## src/ebm_pkg.sv

```systemverilog
// Constants and types for the external bus master
// What this block does
// - Accept byte, aligned half-word, aligned word only
// - 16-bit port on D[31:16], 32-bit all lines
// - Word to 16-bit port runs two cycles
// - Word transfers drive low address bits 00, then 10 in the second 16-bit port cycle
// - Unused lanes ignored on read, undefined written
// - Size code: byte 01, half 10, word 00
// - Byte lanes follow offset and port width
// - Half-word lane follows address bit 1, width
// - Strobes byte enables, write-only in WE mode
// - Strobe n marks lane n, only valid lanes
// - Read-enable asserted on every external read
// - Read first phase: address, direction high, codes
// - Read first phase: read-enable and lane strobes
// - Acknowledge ends phase, else wait phases inserted
// - Final read phase: capture data, hold outputs
// - Write first phase: address, codes, read-enable off
// - Write first phase: direction low, lane strobes
// - Write data driven from first wait phase
// - Strobes negated after final write phase
// - No chip-select active means 32-bit port
// - Acknowledge latches read data, ends cycle
// - Shortest cycle lasts two clocks: first phase and final phase
package ebm_pkg;
  localparam logic [1:0] SIZE_BYTE = 2'h1;
  localparam logic [1:0] SIZE_HALF = 2'h2;
  localparam logic [1:0] SIZE_WORD = 2'h0;
  localparam int         ADDR_W    = 23;
  localparam logic [3:0] LANES_OFF = 4'hf;
  typedef enum logic [3:0] {
    ST_IDLE  = 4'h1,
    ST_FIRST = 4'h2,
    ST_WAIT  = 4'h4,
    ST_FINAL = 4'h8
  } ebm_state_t;
endpackage

```

## src/ebm_master.sv

```systemverilog
// External bus master sequencing one or two external cycles per request
module ebm_master
  import ebm_pkg::*;
(
  // Clock and reset
  input  wire logic              CLK_I,
  input  wire logic              RST_N_I,
  // Internal request
  input  wire logic              REQ_I,
  input  wire logic              REQ_WRITE_I,
  input  wire logic [1:0]        REQ_SIZE_I,
  input  wire logic [ADDR_W-1:0] REQ_ADDR_I,
  input  wire logic [2:0]        REQ_TYPE_I,
  input  wire logic [31:0]       REQ_WDATA_I,
  input  wire logic [3:0]        REQ_SELECT_I,
  output logic                   REQ_BUSY_O,
  output logic                   REQ_DONE_O,
  output logic                   REQ_ERROR_O,
  output logic [31:0]            REQ_RDATA_O,
  // Chip-select unit
  input  wire logic              CS_ACTIVE_I,
  input  wire logic              CS_PORT16_I,
  input  wire logic              CS_WE_MODE_I,
  input  wire logic              CS_ACK_I,
  // External pins
  input  wire logic              TRANSFER_ACKNOWLEDGE_N_I,
  input  wire logic [31:0]       DATA_I,
  output logic [31:0]            DATA_O,
  output logic [31:0]            DATA_OE_O,
  output logic [ADDR_W-1:0]      ADDR_O,
  output logic                   DIR_READ_O,
  output logic [1:0]             TRANSFER_WIDTH_CODE_O,
  output logic [2:0]             ACCESS_TYPE_CODE_O,
  output logic [3:0]             BYTE_LANE_STROBE_N_O,
  output logic                   READ_ENABLE_N_O,
  output logic [3:0]             DEVICE_SELECT_N_O
);

  ebm_state_t state;
  logic       ack_meta;
  logic       ack_sync;
  logic [31:0] din_meta;
  logic [31:0] din_sync;
  logic       second;
  logic       port16;
  logic       we_mode;
  logic       is_write;
  logic [1:0] size;
  logic [ADDR_W-1:0] addr;
  logic [31:0] wdata;
  logic       req_ok;
  logic       ack;
  logic       split;
  logic [1:0] cyc_size;
  logic [1:0] cyc_a;
  logic [3:0] lanes;
  logic [31:0] placed;

  // Pin synchronisers
  always_ff @(posedge CLK_I) begin
    if (!RST_N_I) begin
      ack_meta <= 1'b0;
      ack_sync <= 1'b0;
      din_meta <= 32'h0;
      din_sync <= 32'h0;
    end else begin
      ack_meta <= !TRANSFER_ACKNOWLEDGE_N_I;
      ack_sync <= ack_meta;
      din_meta <= DATA_I;
      din_sync <= din_meta;
    end
  end

  assign ack = ack_sync | CS_ACK_I;

  // Request legality: no misaligned operand
  always_comb begin
    case (REQ_SIZE_I)
      SIZE_BYTE: req_ok = 1'b1;
      SIZE_HALF: req_ok = (REQ_ADDR_I[0] == 1'b0);
      SIZE_WORD: req_ok = (REQ_ADDR_I[1:0] == 2'h0);
      default:   req_ok = 1'b0;
    endcase
  end

  assign split = (size == SIZE_WORD) && port16;

  // Cycle size code and low address bits
  always_comb begin
    if (split && second) begin
      cyc_size = SIZE_HALF;
      cyc_a    = 2'h2;
    end else if (size == SIZE_WORD) begin
      cyc_size = SIZE_WORD;
      cyc_a    = 2'h0;
    end else begin
      cyc_size = size;
      cyc_a    = addr[1:0];
    end
  end

  // Lane strobes and write data placement
  always_comb begin
    lanes  = 4'h0;
    placed = 32'h0;
    if (cyc_size == SIZE_BYTE) begin
      if (port16) begin
        lanes[{1'b0, cyc_a[0]}] = 1'b1;
        placed = cyc_a[0] ? {8'h0, wdata[7:0], 16'h0} : {wdata[7:0], 24'h0};
      end else begin
        lanes[cyc_a] = 1'b1;
        placed = 32'(wdata[7:0]) << (8 * (3 - cyc_a));
      end
    end else if (cyc_size == SIZE_HALF && !(split && second)) begin
      if (cyc_a[1] && !port16) begin
        lanes  = 4'hc;
        placed = {16'h0, wdata[15:0]};
      end else begin
        lanes  = 4'h3;
        placed = {wdata[15:0], 16'h0};
      end
    end else if (port16) begin
      lanes  = 4'h3;
      placed = second ? {wdata[15:0], 16'h0} : {wdata[31:16], 16'h0};
    end else begin
      lanes  = 4'hf;
      placed = wdata;
    end
  end

  // Request capture and sequence
  always_ff @(posedge CLK_I) begin
    if (!RST_N_I) begin
      state    <= ST_IDLE;
      second   <= 1'b0;
      port16   <= 1'b0;
      we_mode  <= 1'b0;
      is_write <= 1'b0;
      size     <= SIZE_WORD;
      addr     <= '0;
      wdata    <= 32'h0;
    end else begin
      case (state)
        ST_IDLE: begin
          second <= 1'b0;
          if (REQ_I && req_ok) begin
            state    <= ST_FIRST;
            port16   <= CS_ACTIVE_I & CS_PORT16_I;
            we_mode  <= CS_ACTIVE_I & CS_WE_MODE_I;
            is_write <= REQ_WRITE_I;
            size     <= REQ_SIZE_I;
            addr     <= REQ_ADDR_I;
            wdata    <= REQ_WDATA_I;
          end
        end
        ST_FIRST: state <= ack ? ST_FINAL : ST_WAIT;
        ST_WAIT:  state <= ack ? ST_FINAL : ST_WAIT;
        ST_FINAL: begin
          if (split && !second) begin
            second <= 1'b1;
            state  <= ST_FIRST;
          end else begin
            state <= ST_IDLE;
          end
        end
        default: state <= ST_IDLE;
      endcase
    end
  end

  // External pin drive
  always_ff @(posedge CLK_I) begin
    if (!RST_N_I) begin
      ADDR_O                <= '0;
      DIR_READ_O            <= 1'b1;
      TRANSFER_WIDTH_CODE_O <= SIZE_WORD;
      ACCESS_TYPE_CODE_O    <= 3'h0;
      BYTE_LANE_STROBE_N_O  <= LANES_OFF;
      READ_ENABLE_N_O       <= 1'b1;
      DEVICE_SELECT_N_O     <= 4'hf;
      DATA_O                <= 32'h0;
      DATA_OE_O             <= 32'h0;
    end else if (state == ST_IDLE && REQ_I && req_ok) begin
      ADDR_O                <= REQ_ADDR_I;
      ACCESS_TYPE_CODE_O    <= REQ_TYPE_I;
      DEVICE_SELECT_N_O     <= ~REQ_SELECT_I;
      DIR_READ_O            <= 1'b1;
      READ_ENABLE_N_O       <= 1'b1;
      BYTE_LANE_STROBE_N_O  <= LANES_OFF;
      TRANSFER_WIDTH_CODE_O <= REQ_SIZE_I;
      DATA_OE_O             <= 32'h0;
    end else if (state == ST_FIRST) begin
      ADDR_O[1:0]           <= cyc_a;
      TRANSFER_WIDTH_CODE_O <= cyc_size;
      DIR_READ_O            <= !is_write;
      READ_ENABLE_N_O       <= is_write;
      BYTE_LANE_STROBE_N_O  <= (is_write || !we_mode) ? ~lanes : LANES_OFF;
      DATA_O                <= placed;
      DATA_OE_O             <= is_write ? 32'hffffffff : 32'h0;
    end else if (state == ST_FINAL) begin
      BYTE_LANE_STROBE_N_O  <= LANES_OFF;
      READ_ENABLE_N_O       <= 1'b1;
      DATA_OE_O             <= 32'h0;
      if (!(split && !second)) begin
        DEVICE_SELECT_N_O <= 4'hf;
      end
    end
  end

  // Read data capture and completion
  always_ff @(posedge CLK_I) begin
    if (!RST_N_I) begin
      REQ_RDATA_O <= 32'h0;
      REQ_DONE_O  <= 1'b0;
      REQ_ERROR_O <= 1'b0;
      REQ_BUSY_O  <= 1'b0;
    end else begin
      REQ_DONE_O  <= (state == ST_FINAL) && !(split && !second);
      REQ_ERROR_O <= (state == ST_IDLE) && REQ_I && !req_ok;
      REQ_BUSY_O  <= (state == ST_IDLE) ? (REQ_I && req_ok) :
                     !((state == ST_FINAL) && !(split && !second));
      if (state == ST_FINAL && !is_write) begin
        if (split && !second) begin
          REQ_RDATA_O[31:16] <= din_sync[31:16];
        end else if (split) begin
          REQ_RDATA_O[15:0] <= din_sync[31:16];
        end else if (size == SIZE_BYTE) begin
          REQ_RDATA_O <= {24'h0, port16 ? (addr[0] ? din_sync[23:16] : din_sync[31:24])
                                        : 8'(din_sync >> (8 * (3 - addr[1:0])))};
        end else if (size == SIZE_HALF) begin
          REQ_RDATA_O <= {16'h0, (addr[1] && !port16) ? din_sync[15:0] : din_sync[31:16]};
        end else begin
          REQ_RDATA_O <= din_sync;
        end
      end
    end
  end

  a_split_second_half: assert property (@(posedge CLK_I) disable iff (!RST_N_I)
    (state == ST_FINAL && split && second) |-> (TRANSFER_WIDTH_CODE_O == SIZE_HALF
      && ADDR_O[1:0] == 2'h2)) else $error("Second split cycle codes wrong");
  a_read_enable_read: assert property (@(posedge CLK_I) disable iff (!RST_N_I)
    (state == ST_WAIT && !is_write) |-> !READ_ENABLE_N_O) else $error("Read-enable off in read");
  a_write_no_read: assert property (@(posedge CLK_I) disable iff (!RST_N_I)
    (state == ST_WAIT && is_write) |-> (READ_ENABLE_N_O && !DIR_READ_O))
    else $error("Write cycle drove read-enable");
  a_final_after_ack: assert property (@(posedge CLK_I) disable iff (!RST_N_I)
    (state inside {ST_FIRST, ST_WAIT} && ack) |=> state == ST_FINAL)
    else $error("Acknowledge did not end cycle");
  a_strobes_released: assert property (@(posedge CLK_I) disable iff (!RST_N_I)
    (state == ST_FINAL) |=> BYTE_LANE_STROBE_N_O == LANES_OFF) else $error("Strobes left on");
  a_done_after_final: assert property (@(posedge CLK_I) disable iff (!RST_N_I)
    REQ_DONE_O |-> $past(state == ST_FINAL)) else $error("Done without final phase");
  a_word_low_bits: assert property (@(posedge CLK_I) disable iff (!RST_N_I)
    (state == ST_WAIT && size == SIZE_WORD && !second) |-> ADDR_O[1:0] == 2'h0)
    else $error("Word address low bits set");
  a_write_data_on: assert property (@(posedge CLK_I) disable iff (!RST_N_I)
    (state == ST_WAIT && is_write) |-> DATA_OE_O == 32'hffffffff) else $error("Write data off");

  a_refuse_no_cycle: assert property (@(posedge CLK_I) disable iff (!RST_N_I)
    REQ_ERROR_O |-> (state == ST_IDLE && READ_ENABLE_N_O
      && BYTE_LANE_STROBE_N_O == LANES_OFF))
    else $error("Refused request started a cycle");
  a_idle_released: assert property (@(posedge CLK_I) disable iff (!RST_N_I)
    (state == ST_IDLE) |-> (DATA_OE_O == 32'h0 && READ_ENABLE_N_O
      && BYTE_LANE_STROBE_N_O == LANES_OFF && DEVICE_SELECT_N_O == 4'hf))
    else $error("Bus not released in idle");
  a_read_dir_high: assert property (@(posedge CLK_I) disable iff (!RST_N_I)
    (state inside {ST_WAIT, ST_FINAL} && !is_write) |-> DIR_READ_O)
    else $error("Direction low in read");
  a_word_size_code: assert property (@(posedge CLK_I) disable iff (!RST_N_I)
    (state == ST_WAIT && size == SIZE_WORD && !second)
      |-> TRANSFER_WIDTH_CODE_O == SIZE_WORD)
    else $error("Word size code wrong");
  a_we_mode_reads: assert property (@(posedge CLK_I) disable iff (!RST_N_I)
    (state == ST_WAIT && !is_write && we_mode) |-> BYTE_LANE_STROBE_N_O == LANES_OFF)
    else $error("Strobes on in write-enable mode read");
  a_write_strobes_on: assert property (@(posedge CLK_I) disable iff (!RST_N_I)
    (state == ST_WAIT && is_write) |-> BYTE_LANE_STROBE_N_O != LANES_OFF)
    else $error("Write cycle without strobes");
  a_done_single: assert property (@(posedge CLK_I) disable iff (!RST_N_I)
    REQ_DONE_O |=> !REQ_DONE_O)
    else $error("Done longer than one cycle");
  a_busy_in_cycle: assert property (@(posedge CLK_I) disable iff (!RST_N_I)
    (state inside {ST_FIRST, ST_WAIT, ST_FINAL}) |-> REQ_BUSY_O)
    else $error("Busy low during a cycle");
  a_split_first_word: assert property (@(posedge CLK_I) disable iff (!RST_N_I)
    (state inside {ST_WAIT, ST_FINAL} && split && !second)
      |-> (TRANSFER_WIDTH_CODE_O == SIZE_WORD && ADDR_O[1:0] == 2'h0))
    else $error("First split cycle codes wrong");
  a_codes_stable: assert property (@(posedge CLK_I) disable iff (!RST_N_I)
    (state == ST_WAIT) |=> ($stable(ADDR_O) && $stable(TRANSFER_WIDTH_CODE_O)
      && $stable(ACCESS_TYPE_CODE_O) && $stable(DEVICE_SELECT_N_O) && $stable(DIR_READ_O)))
    else $error("Cycle outputs moved in wait phase");
  a_final_one_cycle: assert property (@(posedge CLK_I) disable iff (!RST_N_I)
    (state == ST_FINAL) |=> (state != ST_FINAL))
    else $error("Final phase longer than one cycle");
  a_read_lines_free: assert property (@(posedge CLK_I) disable iff (!RST_N_I)
    (state == ST_WAIT && !is_write) |-> DATA_OE_O == 32'h0)
    else $error("Data driven during read");

  c_one_clock: cover property (@(posedge CLK_I) state == ST_FIRST ##1 state == ST_FINAL);
  c_waited: cover property (@(posedge CLK_I) state == ST_WAIT ##1 state == ST_FINAL);
  c_split: cover property (@(posedge CLK_I) split && second && state == ST_FINAL);
  c_refused: cover property (@(posedge CLK_I) REQ_ERROR_O);
  c_we_read: cover property (@(posedge CLK_I) state == ST_WAIT && we_mode && !is_write);

endmodule

```

## config.mk

```make
export PLATFORM = sky130hd
export DESIGN_NAME = ebm_master
export DESIGN_NICKNAME = d
export VERILOG_FILES = /design/src/ebm_pkg.sv /design/src/ebm_master.sv
export SDC_FILE = /design/constraint.sdc
export NUM_CORES = 1
export LEC_CHECK = 0
export BUFFER_PORTS_ARGS = -buffer_cell sky130_fd_sc_hd__buf_2
export CELL_PAD_IN_SITES_DETAIL_PLACEMENT = 1
export CELL_PAD_IN_SITES_GLOBAL_PLACEMENT = 2
export CORE_AREA = 2 2 146 184
export CTS_CLUSTER_SIZE = 20
export DETAILED_ROUTE_END_ITERATION = 10
export DIE_AREA = 0 0 148 186
export GPL_TIMING_DRIVEN = 0
export PLACE_DENSITY = 0.9
export REMOVE_ABC_BUFFERS = 1
export SYNTH_ARGS = -nofsm -noshare
export SYNTH_HDL_FRONTEND = slang
export SYNTH_SLANG_ARGS = --single-unit
```

## constraint.sdc

```tcl
create_clock -name CLK_I -period 3.4 [get_ports CLK_I]
set_input_delay 0 -clock CLK_I [delete_from_list [all_inputs] [get_ports CLK_I]]
set_output_delay 0 -clock CLK_I [all_outputs]
set_load 0.05 [all_outputs]
```

# Word level (Yosys, flattened, before mapping)
# Cells that the tools add are included.
# word_totals
ff_bits,247
wordCells,150
in_bits,105
output_inout_bits,137
# op_classes
bitwise_logic,9
eq_ne,15
shift,2
n_lt_le_gt_ge,4
muxes,52
n_reduce_logical,39
add_sub_neg,2
# ops
op,n
$mux W32,12
$mux W16,4
$mux W4,14
$shl A8 B32 Y32,1
$shr A32 B32 Y8,1
$mux W2,9
$mux W8,2
$logic_and A1 B1 Y1,14
$pmux W4 S3,1
$reduce_and A2 Y1,5
$logic_not A1 Y1,9
$not A4 Y4,2
$reduce_bool A2 Y1,4
$eq A2 B1 Y1 const B,3
$eq A2 B2 Y1 const B,3
$logic_not A2 Y1,3
$mux W1,6
$ne A2 B1 Y1 const B,3
$sub A2 B2 Y3 const A,2
$eq A4 B1 Y1 const B,1
$eq A4 B2 Y1 const B,1
$eq A4 B3 Y1 const B,1
$eq A4 B4 Y1 const B,1
$ne A2 B2 Y1 const B,2
14 further kinds,19

# Longest topological paths before layout
# Gate-level depths: netlist of the first run.
# depth
word_depth,13
mapped_depth,9
depth_no_buf,5

# Least setup slack after synthesis of the first run
# No wires, ideal clock.
# synth_timing
path_kind,reg2reg
from,register state[2]
to,register REQ_RDATA_O[5]
required_ps,3266
synth_period_minus_slack_ps,2092
arrival_ps,1958
setup_ps,134
stages_incl_launch_ff,9
slack_ps,1308
cell_sequence,dfxtp_1 buf_2 or4b_1 buf_2 or3_4 buf_6 or3_1 o21ai_1 a211oi_1
# synth_via
elab_chain_len,3
# synth_lines
element,line,rtl
"start, declared",ebm_master.sv:39,ebm_state_t state;
"start signal, assigned",ebm_master.sv:156,ST_FIRST: state <= ack ? ST_FINAL : ST_WAIT;
"start signal, assigned",ebm_master.sv:157,ST_WAIT: state <= ack ? ST_FINAL : ST_WAIT;
$eq A4 B4 Y1,ebm_master.sv:222,if (state == ST_FINAL && !is_write) begin
$logic_and A1 B1 Y1,ebm_master.sv:222,
$reduce_and A2 Y1 (no line),--,
"end signal, assigned",ebm_master.sv:226,REQ_RDATA_O[15:0] <= din_sync[31:16];
"end signal, assigned",ebm_master.sv:228,"REQ_RDATA_O <= {24'h0, port16 ? (addr[0] ? din_sync[23:16] : din_sync[31:24])"
"end signal, assigned",ebm_master.sv:231,"REQ_RDATA_O <= {16'h0, (addr[1] && !port16) ? din_sync[15:0] : din_sync[31:16]};"
"end, declared",ebm_master.sv:19,"output logic [31:0] REQ_RDATA_O,"
# No other way between the ends.
# A chain may end at the register's enable or synchronous reset.

# Final worst setup path of the first run
# layout_timing
from,register state[0]
to,register we_mode
# layout_via
elab_chain_len,2
# layout_lines
element,line,rtl
$eq A4 B1 Y1,ebm_master.sv:143,case (state)
$reduce_and A2 Y1 (no line),--,
"end signal, assigned",ebm_master.sv:149,we_mode <= CS_ACTIVE_I & CS_WE_MODE_I;
"end, declared",ebm_master.sv:46,logic we_mode;
# No other way between the ends.

==> flow_metrics.tcl, run 1 <==
set metrics [dict create \
    worst_hold_path.num_cells 2 \
    grt_pass1_wl_microns 43400 \
    cp.required_ns 3.85 \
    port_buf_inserts 241 \
    share_comb_of_total_power 0.170 \
    rsz0062_at_grt "no" \
    crit_fanout 41 \
    worst_hold_path_type "in -> reg" \
    preCtsSetupSlack_ns 0.531 \
    grtUsageTotal 0.197 \
    post-route-period-util 0.924 \
    cts_tree "yes" \
    library_cell_used_as_clock_root_buffer "sky130_fd_sc_hd__clkbuf_16" \
    routed_wl_microns 28000 \
    synth.ff_latch_count 216 \
    finalWorstPathRequiredPeriod_ns 3.14 \
    antenna-diode-count 0 \
    final_antenna_net_count 0 \
    timing.fmax_mhz 318 \
    layout.core_utilization 0.442 \
    timing.final.ws_setup_ns 0.257 \
    layout.nets 1298 \
    avgRoutedWirePerCell_microns 18.1 \
    ioPinCount 242 \
    total_negative_slack_for_setup_checks_ns 0 \
    initial_core_utilization 0.317 \
    fp-row-count 66 \
    global_route.overflow_total 0 \
    cts.reportedPaths.clkPinSlew_ns 0.07 \
    remaining_drc_errors 0 \
    grt_max_degree 92 \
    timing.reg2reg.setup_slack_ns 0.26 \
    run_status "complete, no violations" \
    setup_viol_count_final 0 \
    die_width_microns 148 \
    cts_made_buffers 24 \
    yosysSeqAreaShare 0.529 \
    yosys_warnings 0 \
    drive_gt1_frac 0.261 \
    fp.dieArea_sq_um 27500 \
    post_synth.cell_area_avg_sq_um 8.99 \
    synth.cell_area_sq_um 8180 \
    ir_drop_v 0.000347 \
    worst_slew_pin_slew_ns 1.14 \
    area.sequential_sq_um 4320 \
    ctsLongestPathBuffers 3 \
    synthesis.instances 910 \
    via_count 7673 \
    netSwitchingPower_w 0.00199 \
    crit-reg2reg-launch "state[0]" \
    dr.first_iter.drc_count 380 \
    fill_cells 3009 \
    max-cap-violations 0 \
    clk_latency_ns 0.53 \
    powerDensity_nw_per_um2 600 \
    critPathArrivalTime_ns 3.60 \
    worst-setup-path-type "reg -> reg" \
    critPathLaunchType "register" \
    crit_path_capture_type "register" \
    multiInputGateArea_sq_um 3380 \
    share_clk_of_total_power 0.417 \
    finClkSkew_ns 0.0158 \
    hold-path-endpoint "DEVICE_SELECT_N_O[0]" \
    timing.critical_path.cells "nor4b_2 > nand2_1 > nor2_4 > buf_12 > nand3_1 > dlygate4sd3_1 > a21oi_1" \
    core_region_area_sq_um 25800 \
    hold_viol_final 0 \
    antenna_found_initial 0 \
    place_congestion 0.762 \
    avgViaCountPerCell 4.95 \
    synth.lib_cells_used.distinct 47 \
    via_count_of_the_first_global_routing_pass 7962 \
    slowest_delay_ns 0.70 \
    reg2regPathDepth 7 \
    timing.hold.worst.start "RST_N_I" \
    internal_power_w 0.00485 \
    area_delta_synth_final_pct 39.3 \
    worst_path_max_delay_cell "sky130_fd_sc_hd__nor2_4" \
    cellLeakagePower_nw 4.83 \
    detailedRoute.firstPassIterationCount 5 \
    timing_max_transition_violations_final 0 \
    cts_htree_levels 1 \
    floorplan.die.height_microns 186 \
    dp_hpwl_microns 17300 \
    r2r-end "we_mode" \
    max_slew_margin 0.237 \
    seqPwrFrac 0.413 \
    number_of_sinks_driven_by_the_clock_tree 216 \
    netSwitchingFraction 0.291 \
]
[routing by layer]
| metal | GRT usage | vias up | share of wire | wire length, microns |
|---|---|---|---|---|
| met5 | 0 | - | 0 | 0 |
| met4 | 0.0846 | 0 | 0.039 | 1090 |
| met3 | 0.0390 | 60 | 0.060 | 1670 |
| met2 | 0.351 | 232 | 0.51 | 14300 |
| met1 | 0.229 | 3709 | 0.39 | 11000 |
| li1 | - | 3672 | - | - |
[critical path: cells and delay by family (launching register included)]
family,cells,cell delay (ns)
DFF,1,0.48
buffers and inverters,2,0.92
and+or+nand+nor,4,1.50
AOI/OAI and AO/OA,1,0.14
[per-stage QoR]
stage	hold slack, ns	cell area (sq um)	total power (W)	std cells
3_5_place_dp	0.166	9470	0.00394	1403
5_1_grt	0.111	11400	0.00712	1551
4_1_cts	0.171	11400	0.00689	1551
3_3_place_gp	0.162	9310	0.00389	1395
2_1_floorplan	0.0724	7680	0.00354	814
6_report	0.0734	11400	0.00683	1551
[layout by cell type (no fill, tap or decap), drive strengths merged, types with 9 or more instances in the layout]
master	Yosys	final
buf	46	249
nand3	24	24
a211oi	9	9
a221oi	16	16
and2	66	66
o21ai	39	39
dfxtp	216	216
or3	9	9
nand2	155	155
dlygate4sd3	0	104
a21oi	98	98
nor2	61	61
nor3	21	21
clkbuf	50	30
[registers in the layout, summed over array words and instances (netlist names), 2 cells and up]
name,flops
size,2
ACCESS_TYPE_CODE_O,3
wdata,32
REQ_RDATA_O,32
TRANSFER_WIDTH_CODE_O,2
DATA_O,32
din_meta,32
DEVICE_SELECT_N_O,4
state,4
BYTE_LANE_STROBE_N_O,4
ADDR_O,23
din_sync,32
addr,2
[power groups by stage]
stage	combinational, W	clock, W	sequential [W]
floorplan	0.000426	0	0.00311
global placement	0.00102	0	0.00287
detailed placement	0.00106	0	0.00288
CTS	0.00116	0.00291	0.00282
global route	0.00126	0.00302	0.00285
finish	0.00116	0.00285	0.00282
[cell type report]
| cell class | count | share of cell area |
|---|---|---|
| tap | 340 | 0.0373 |
| multi-input combinational | 595 | 0.297 |
| clock inverter | 14 | 0.0159 |
| inverter | 3 | 0.00121 |
| sequential | 216 | 0.379 |
| timing repair buffer | 353 | 0.208 |
| clock buffer | 30 | 0.0609 |
[worst max path at each step]
stage | startpoint | endpoint | slack (ns)
5_1_grt | state[0] | we_mode | 0.02
2_1_floorplan | DATA_OE_O[30] | DATA_OE_O[30] | -7.82
4_1_cts | state[0] | we_mode | 0.29
3_3_place_gp | state[0] | we_mode | -2.46
6_report | state[0] | we_mode | 0.26
3_5_place_dp | size[0] | DATA_O[8] | 0.53
[synth_stat cells, drive strengths merged]
| cell type | n | area [sq um] |
|---|---|---|
| o21ai | 39 | 195 |
| a21o | 1 | 7.51 |
| xor2 | 1 | 8.76 |
| nor2b | 5 | 31.3 |
| nor4b | 3 | 45.0 |
| inv | 3 | 11.3 |
| nand3 | 24 | 120 |
| xnor2 | 2 | 17.5 |
| o22ai | 4 | 25.0 |
| o221ai | 8 | 70.1 |
| a2bb2oi | 8 | 70.1 |
| o31a | 1 | 8.76 |
| a211oi | 9 | 67.6 |
| mux4 | 8 | 180 |
| mux2i | 8 | 80.1 |
| dfxtp | 216 | 4320 |
| nand2b | 5 | 31.3 |
| or3 | 9 | 61.3 |
| nand4b | 1 | 8.76 |
| or2 | 1 | 6.26 |
| nand3b | 1 | 7.51 |
| o21a | 1 | 7.51 |
| a21oi | 98 | 490 |
| a22oi | 8 | 60.1 |
| nor2 | 61 | 229 |
| and4 | 1 | 8.76 |
| nor4 | 1 | 21.3 |
| maj3 | 1 | 10.0 |
| clkbuf | 50 | 188 |
| or4b | 2 | 20.0 |
| a221oi | 16 | 140 |
| a21boi | 1 | 11.3 |
| o21bai | 8 | 60.1 |
| a31oi | 3 | 18.8 |
| nand2 | 155 | 582 |
| or4 | 1 | 7.51 |
| and2 | 66 | 413 |
| a222oi | 8 | 80.1 |
| and3 | 5 | 31.3 |
| buf | 46 | 312 |
| nor3 | 21 | 110 |
[what timing repair did]
item,4_1_cts,5_1_grt
buffers inserted,0,0
hold buffers,104,0
endpoints found under the hold margin,110,0
gates resized for setup,0,0
[logic make-up after synthesis]
group                    synth area share
AND/OR/NAND/NOR                     0.212
flip-flops                          0.529
AO/OA/AOI/OAI                       0.160
buffers and inverters              0.0624
multiplexers                       0.0318
XOR/XNOR                          0.00321
adder cells (fa/ha/maj)           0.00122
No activity file was read; power rests on OpenSTA's default activity.
==> run 2: changes to the inputs <==
ABC_CLOCK_PERIOD_IN_PS = 3400   (was default)
PLACE_DENSITY = default   (was 0.9)
PLACE_DENSITY_LB_ADDON = 0.1   (was default)
==> run 2 against run 1 <==
  * First-iteration DRC count down 23%
  * Flip-flop and latch count is the same
  * Critical path depth decreased by 3
  * Critical path type unchanged
  * Setup slack better by 0.15 ns
  * Clock skew grew 0.0038 ns
==> flow_metrics.tcl, run 2 (synthesized netlist as in run 1, its figures left out) <==
set metrics [dict create \
    run_status "complete, no violations" \
    r2r-end "DATA_O[14]" \
    critPathLaunchType "register" \
    worst_slew_pin_slew_ns 1.41 \
    detailedRoute.firstPassIterationCount 4 \
    fill_cells 3046 \
    total_negative_slack_for_setup_checks_ns 0 \
    fp-row-count 66 \
    core_region_area_sq_um 25800 \
    ctsLongestPathBuffers 3 \
    crit_fanout 20 \
    via_count 7470 \
    cts_made_buffers 24 \
    cp.required_ns 3.82 \
    place_congestion 0.742 \
    global_route.overflow_total 0 \
    ioPinCount 242 \
    cts_tree "yes" \
    timing.hold.worst.start "RST_N_I" \
    grt_pass1_wl_microns 42900 \
    cts.reportedPaths.clkPinSlew_ns 0.06 \
    worst-setup-path-type "reg -> reg" \
    avgRoutedWirePerCell_microns 17.9 \
    ctsResizeCount 0 \
    post-cts-setup-buffer-count 0 \
    remaining_drc_errors 0 \
    timing_max_transition_violations_final 0 \
    critPathArrivalTime_ns 3.42 \
    crit-reg2reg-launch "size[1]" \
    max_slew_margin 0.0510 \
    finalWorstPathRequiredPeriod_ns 2.99 \
    drive_gt1_frac 0.255 \
    dp_hpwl_microns 17500 \
    grt_max_degree 92 \
    cellLeakagePower_nw 4.79 \
    clk_latency_ns 0.52 \
    most-common-layout-cells "sky130_fd_sc_hd__buf_2 (240), sky130_fd_sc_hd__dfxtp_1 (216), sky130_fd_sc_hd__nand2_1 (155), sky130_fd_sc_hd__dlygate4sd3_1 (104), sky130_fd_sc_hd__a21oi_1 (98)" \
    area.sequential_sq_um 4320 \
    hold_viol_final 0 \
    initial_core_utilization 0.317 \
    final_antenna_net_count 0 \
    antenna_found_initial 0 \
    cts.hold.buffers_added 104 \
    floorplan.die.height_microns 186 \
    cp-endpoint "DATA_O[14]" \
    dp.cells 1404 \
    max-cap-violations 0 \
    via_count_of_the_first_global_routing_pass 7763 \
    reg2regPathDepth 4 \
    setup_viol_count_final 0 \
    stdcell_count 1550 \
    crit_path_capture_type "register" \
    avgViaCountPerCell 4.82 \
    timing.final.ws_setup_ns 0.407 \
    preCtsSetupSlack_ns 0.395 \
    number_of_sinks_driven_by_the_clock_tree 216 \
    antenna-diode-count 0 \
    die_width_microns 148 \
    rsz0062_at_grt "no" \
    ir_drop_v 0.000408 \
    timing.fmax_mhz 334 \
    library_cell_used_as_clock_root_buffer "sky130_fd_sc_hd__clkbuf_16" \
    finClkSkew_ns 0.0195 \
    worst_hold_path.num_cells 2 \
    post-route-period-util 0.880 \
    area_delta_synth_final_pct 38.8 \
    timing.reg2reg.setup_slack_ns 0.41 \
    crit_start "size[1]" \
    dr.first_iter.drc_count 294 \
    grtUsageTotal 0.195 \
    cts_htree_levels 1 \
    mostFrequentLayoutCell "sky130_fd_sc_hd__buf_2" \
    powerDensity_nw_per_um2 584 \
    layout.nets 1299 \
    fp.dieArea_sq_um 27500 \
    multiInputGateArea_sq_um 3370 \
    routed_wl_microns 27700 \
    worst_hold_path_type "in -> reg" \
    port_buf_inserts 241 \
]
## run 2: critical path, stage by stage (launching register included)
cell and delay [ns]:
sky130_fd_sc_hd__dfxtp_1 0.83, sky130_fd_sc_hd__nor2_1 0.44, sky130_fd_sc_hd__nor3_1 1.16, sky130_fd_sc_hd__a221oi_1 0.25, sky130_fd_sc_hd__nor3_1 0.22
## run 2: where the power goes
group          internal (W)  switching (W)  total [W]
Clock               0.00160        0.00104    0.00264
Sequential          0.00269       0.000130    0.00282
Combinational      0.000412       0.000755    0.00117
Total               0.00470        0.00193    0.00663
## run 2: cell type report
class / instances / share of cell area
Multi-Input combinational cell: 595 / 0.297
Clock inverter: 6 / 0.00706
Inverter: 3 / 0.00121
Sequential cell: 216 / 0.381
Clock buffer: 36 / 0.0632
Timing Repair Buffer: 354 / 0.213
Tap cell: 340 / 0.0375
## run 2: worst min-delay path by stage
stage,endpoint,slack (ns)
after floorplan,ack_meta,0.07
after global placement,ack_meta,0.16
after detailed placement,ack_meta,0.16
after CTS,DEVICE_SELECT_N_O[0],0.09
after global routing,DEVICE_SELECT_N_O[2],0.17
final,DEVICE_SELECT_N_O[2],0.1
## run 2: per-layer routing
layer	global-route usage	up-vias	wire length (microns)
met5	0	-	0
met4	0.0408	0	365
met3	0.0395	27	1510
met2	0.365	178	14200
met1	0.231	3600	11600
li1	-	3665	-
## run 2: per-stage QoR
| step | hold slack [ns] | area, sq um | power, W | util |
|---|---|---|---|---|
| after floorplan | 0.0724 | 7680 | 0.00354 | - |
| after global placement | 0.163 | 9310 | 0.00391 | 0.361 |
| after CTS | 0.0890 | 11300 | 0.00673 | 0.440 |
| after global routing | 0.169 | 11300 | 0.00694 | 0.440 |
| after detailed placement | 0.164 | 9510 | 0.00396 | 0.369 |
| final | 0.0996 | 11300 | 0.00663 | 0.440 |
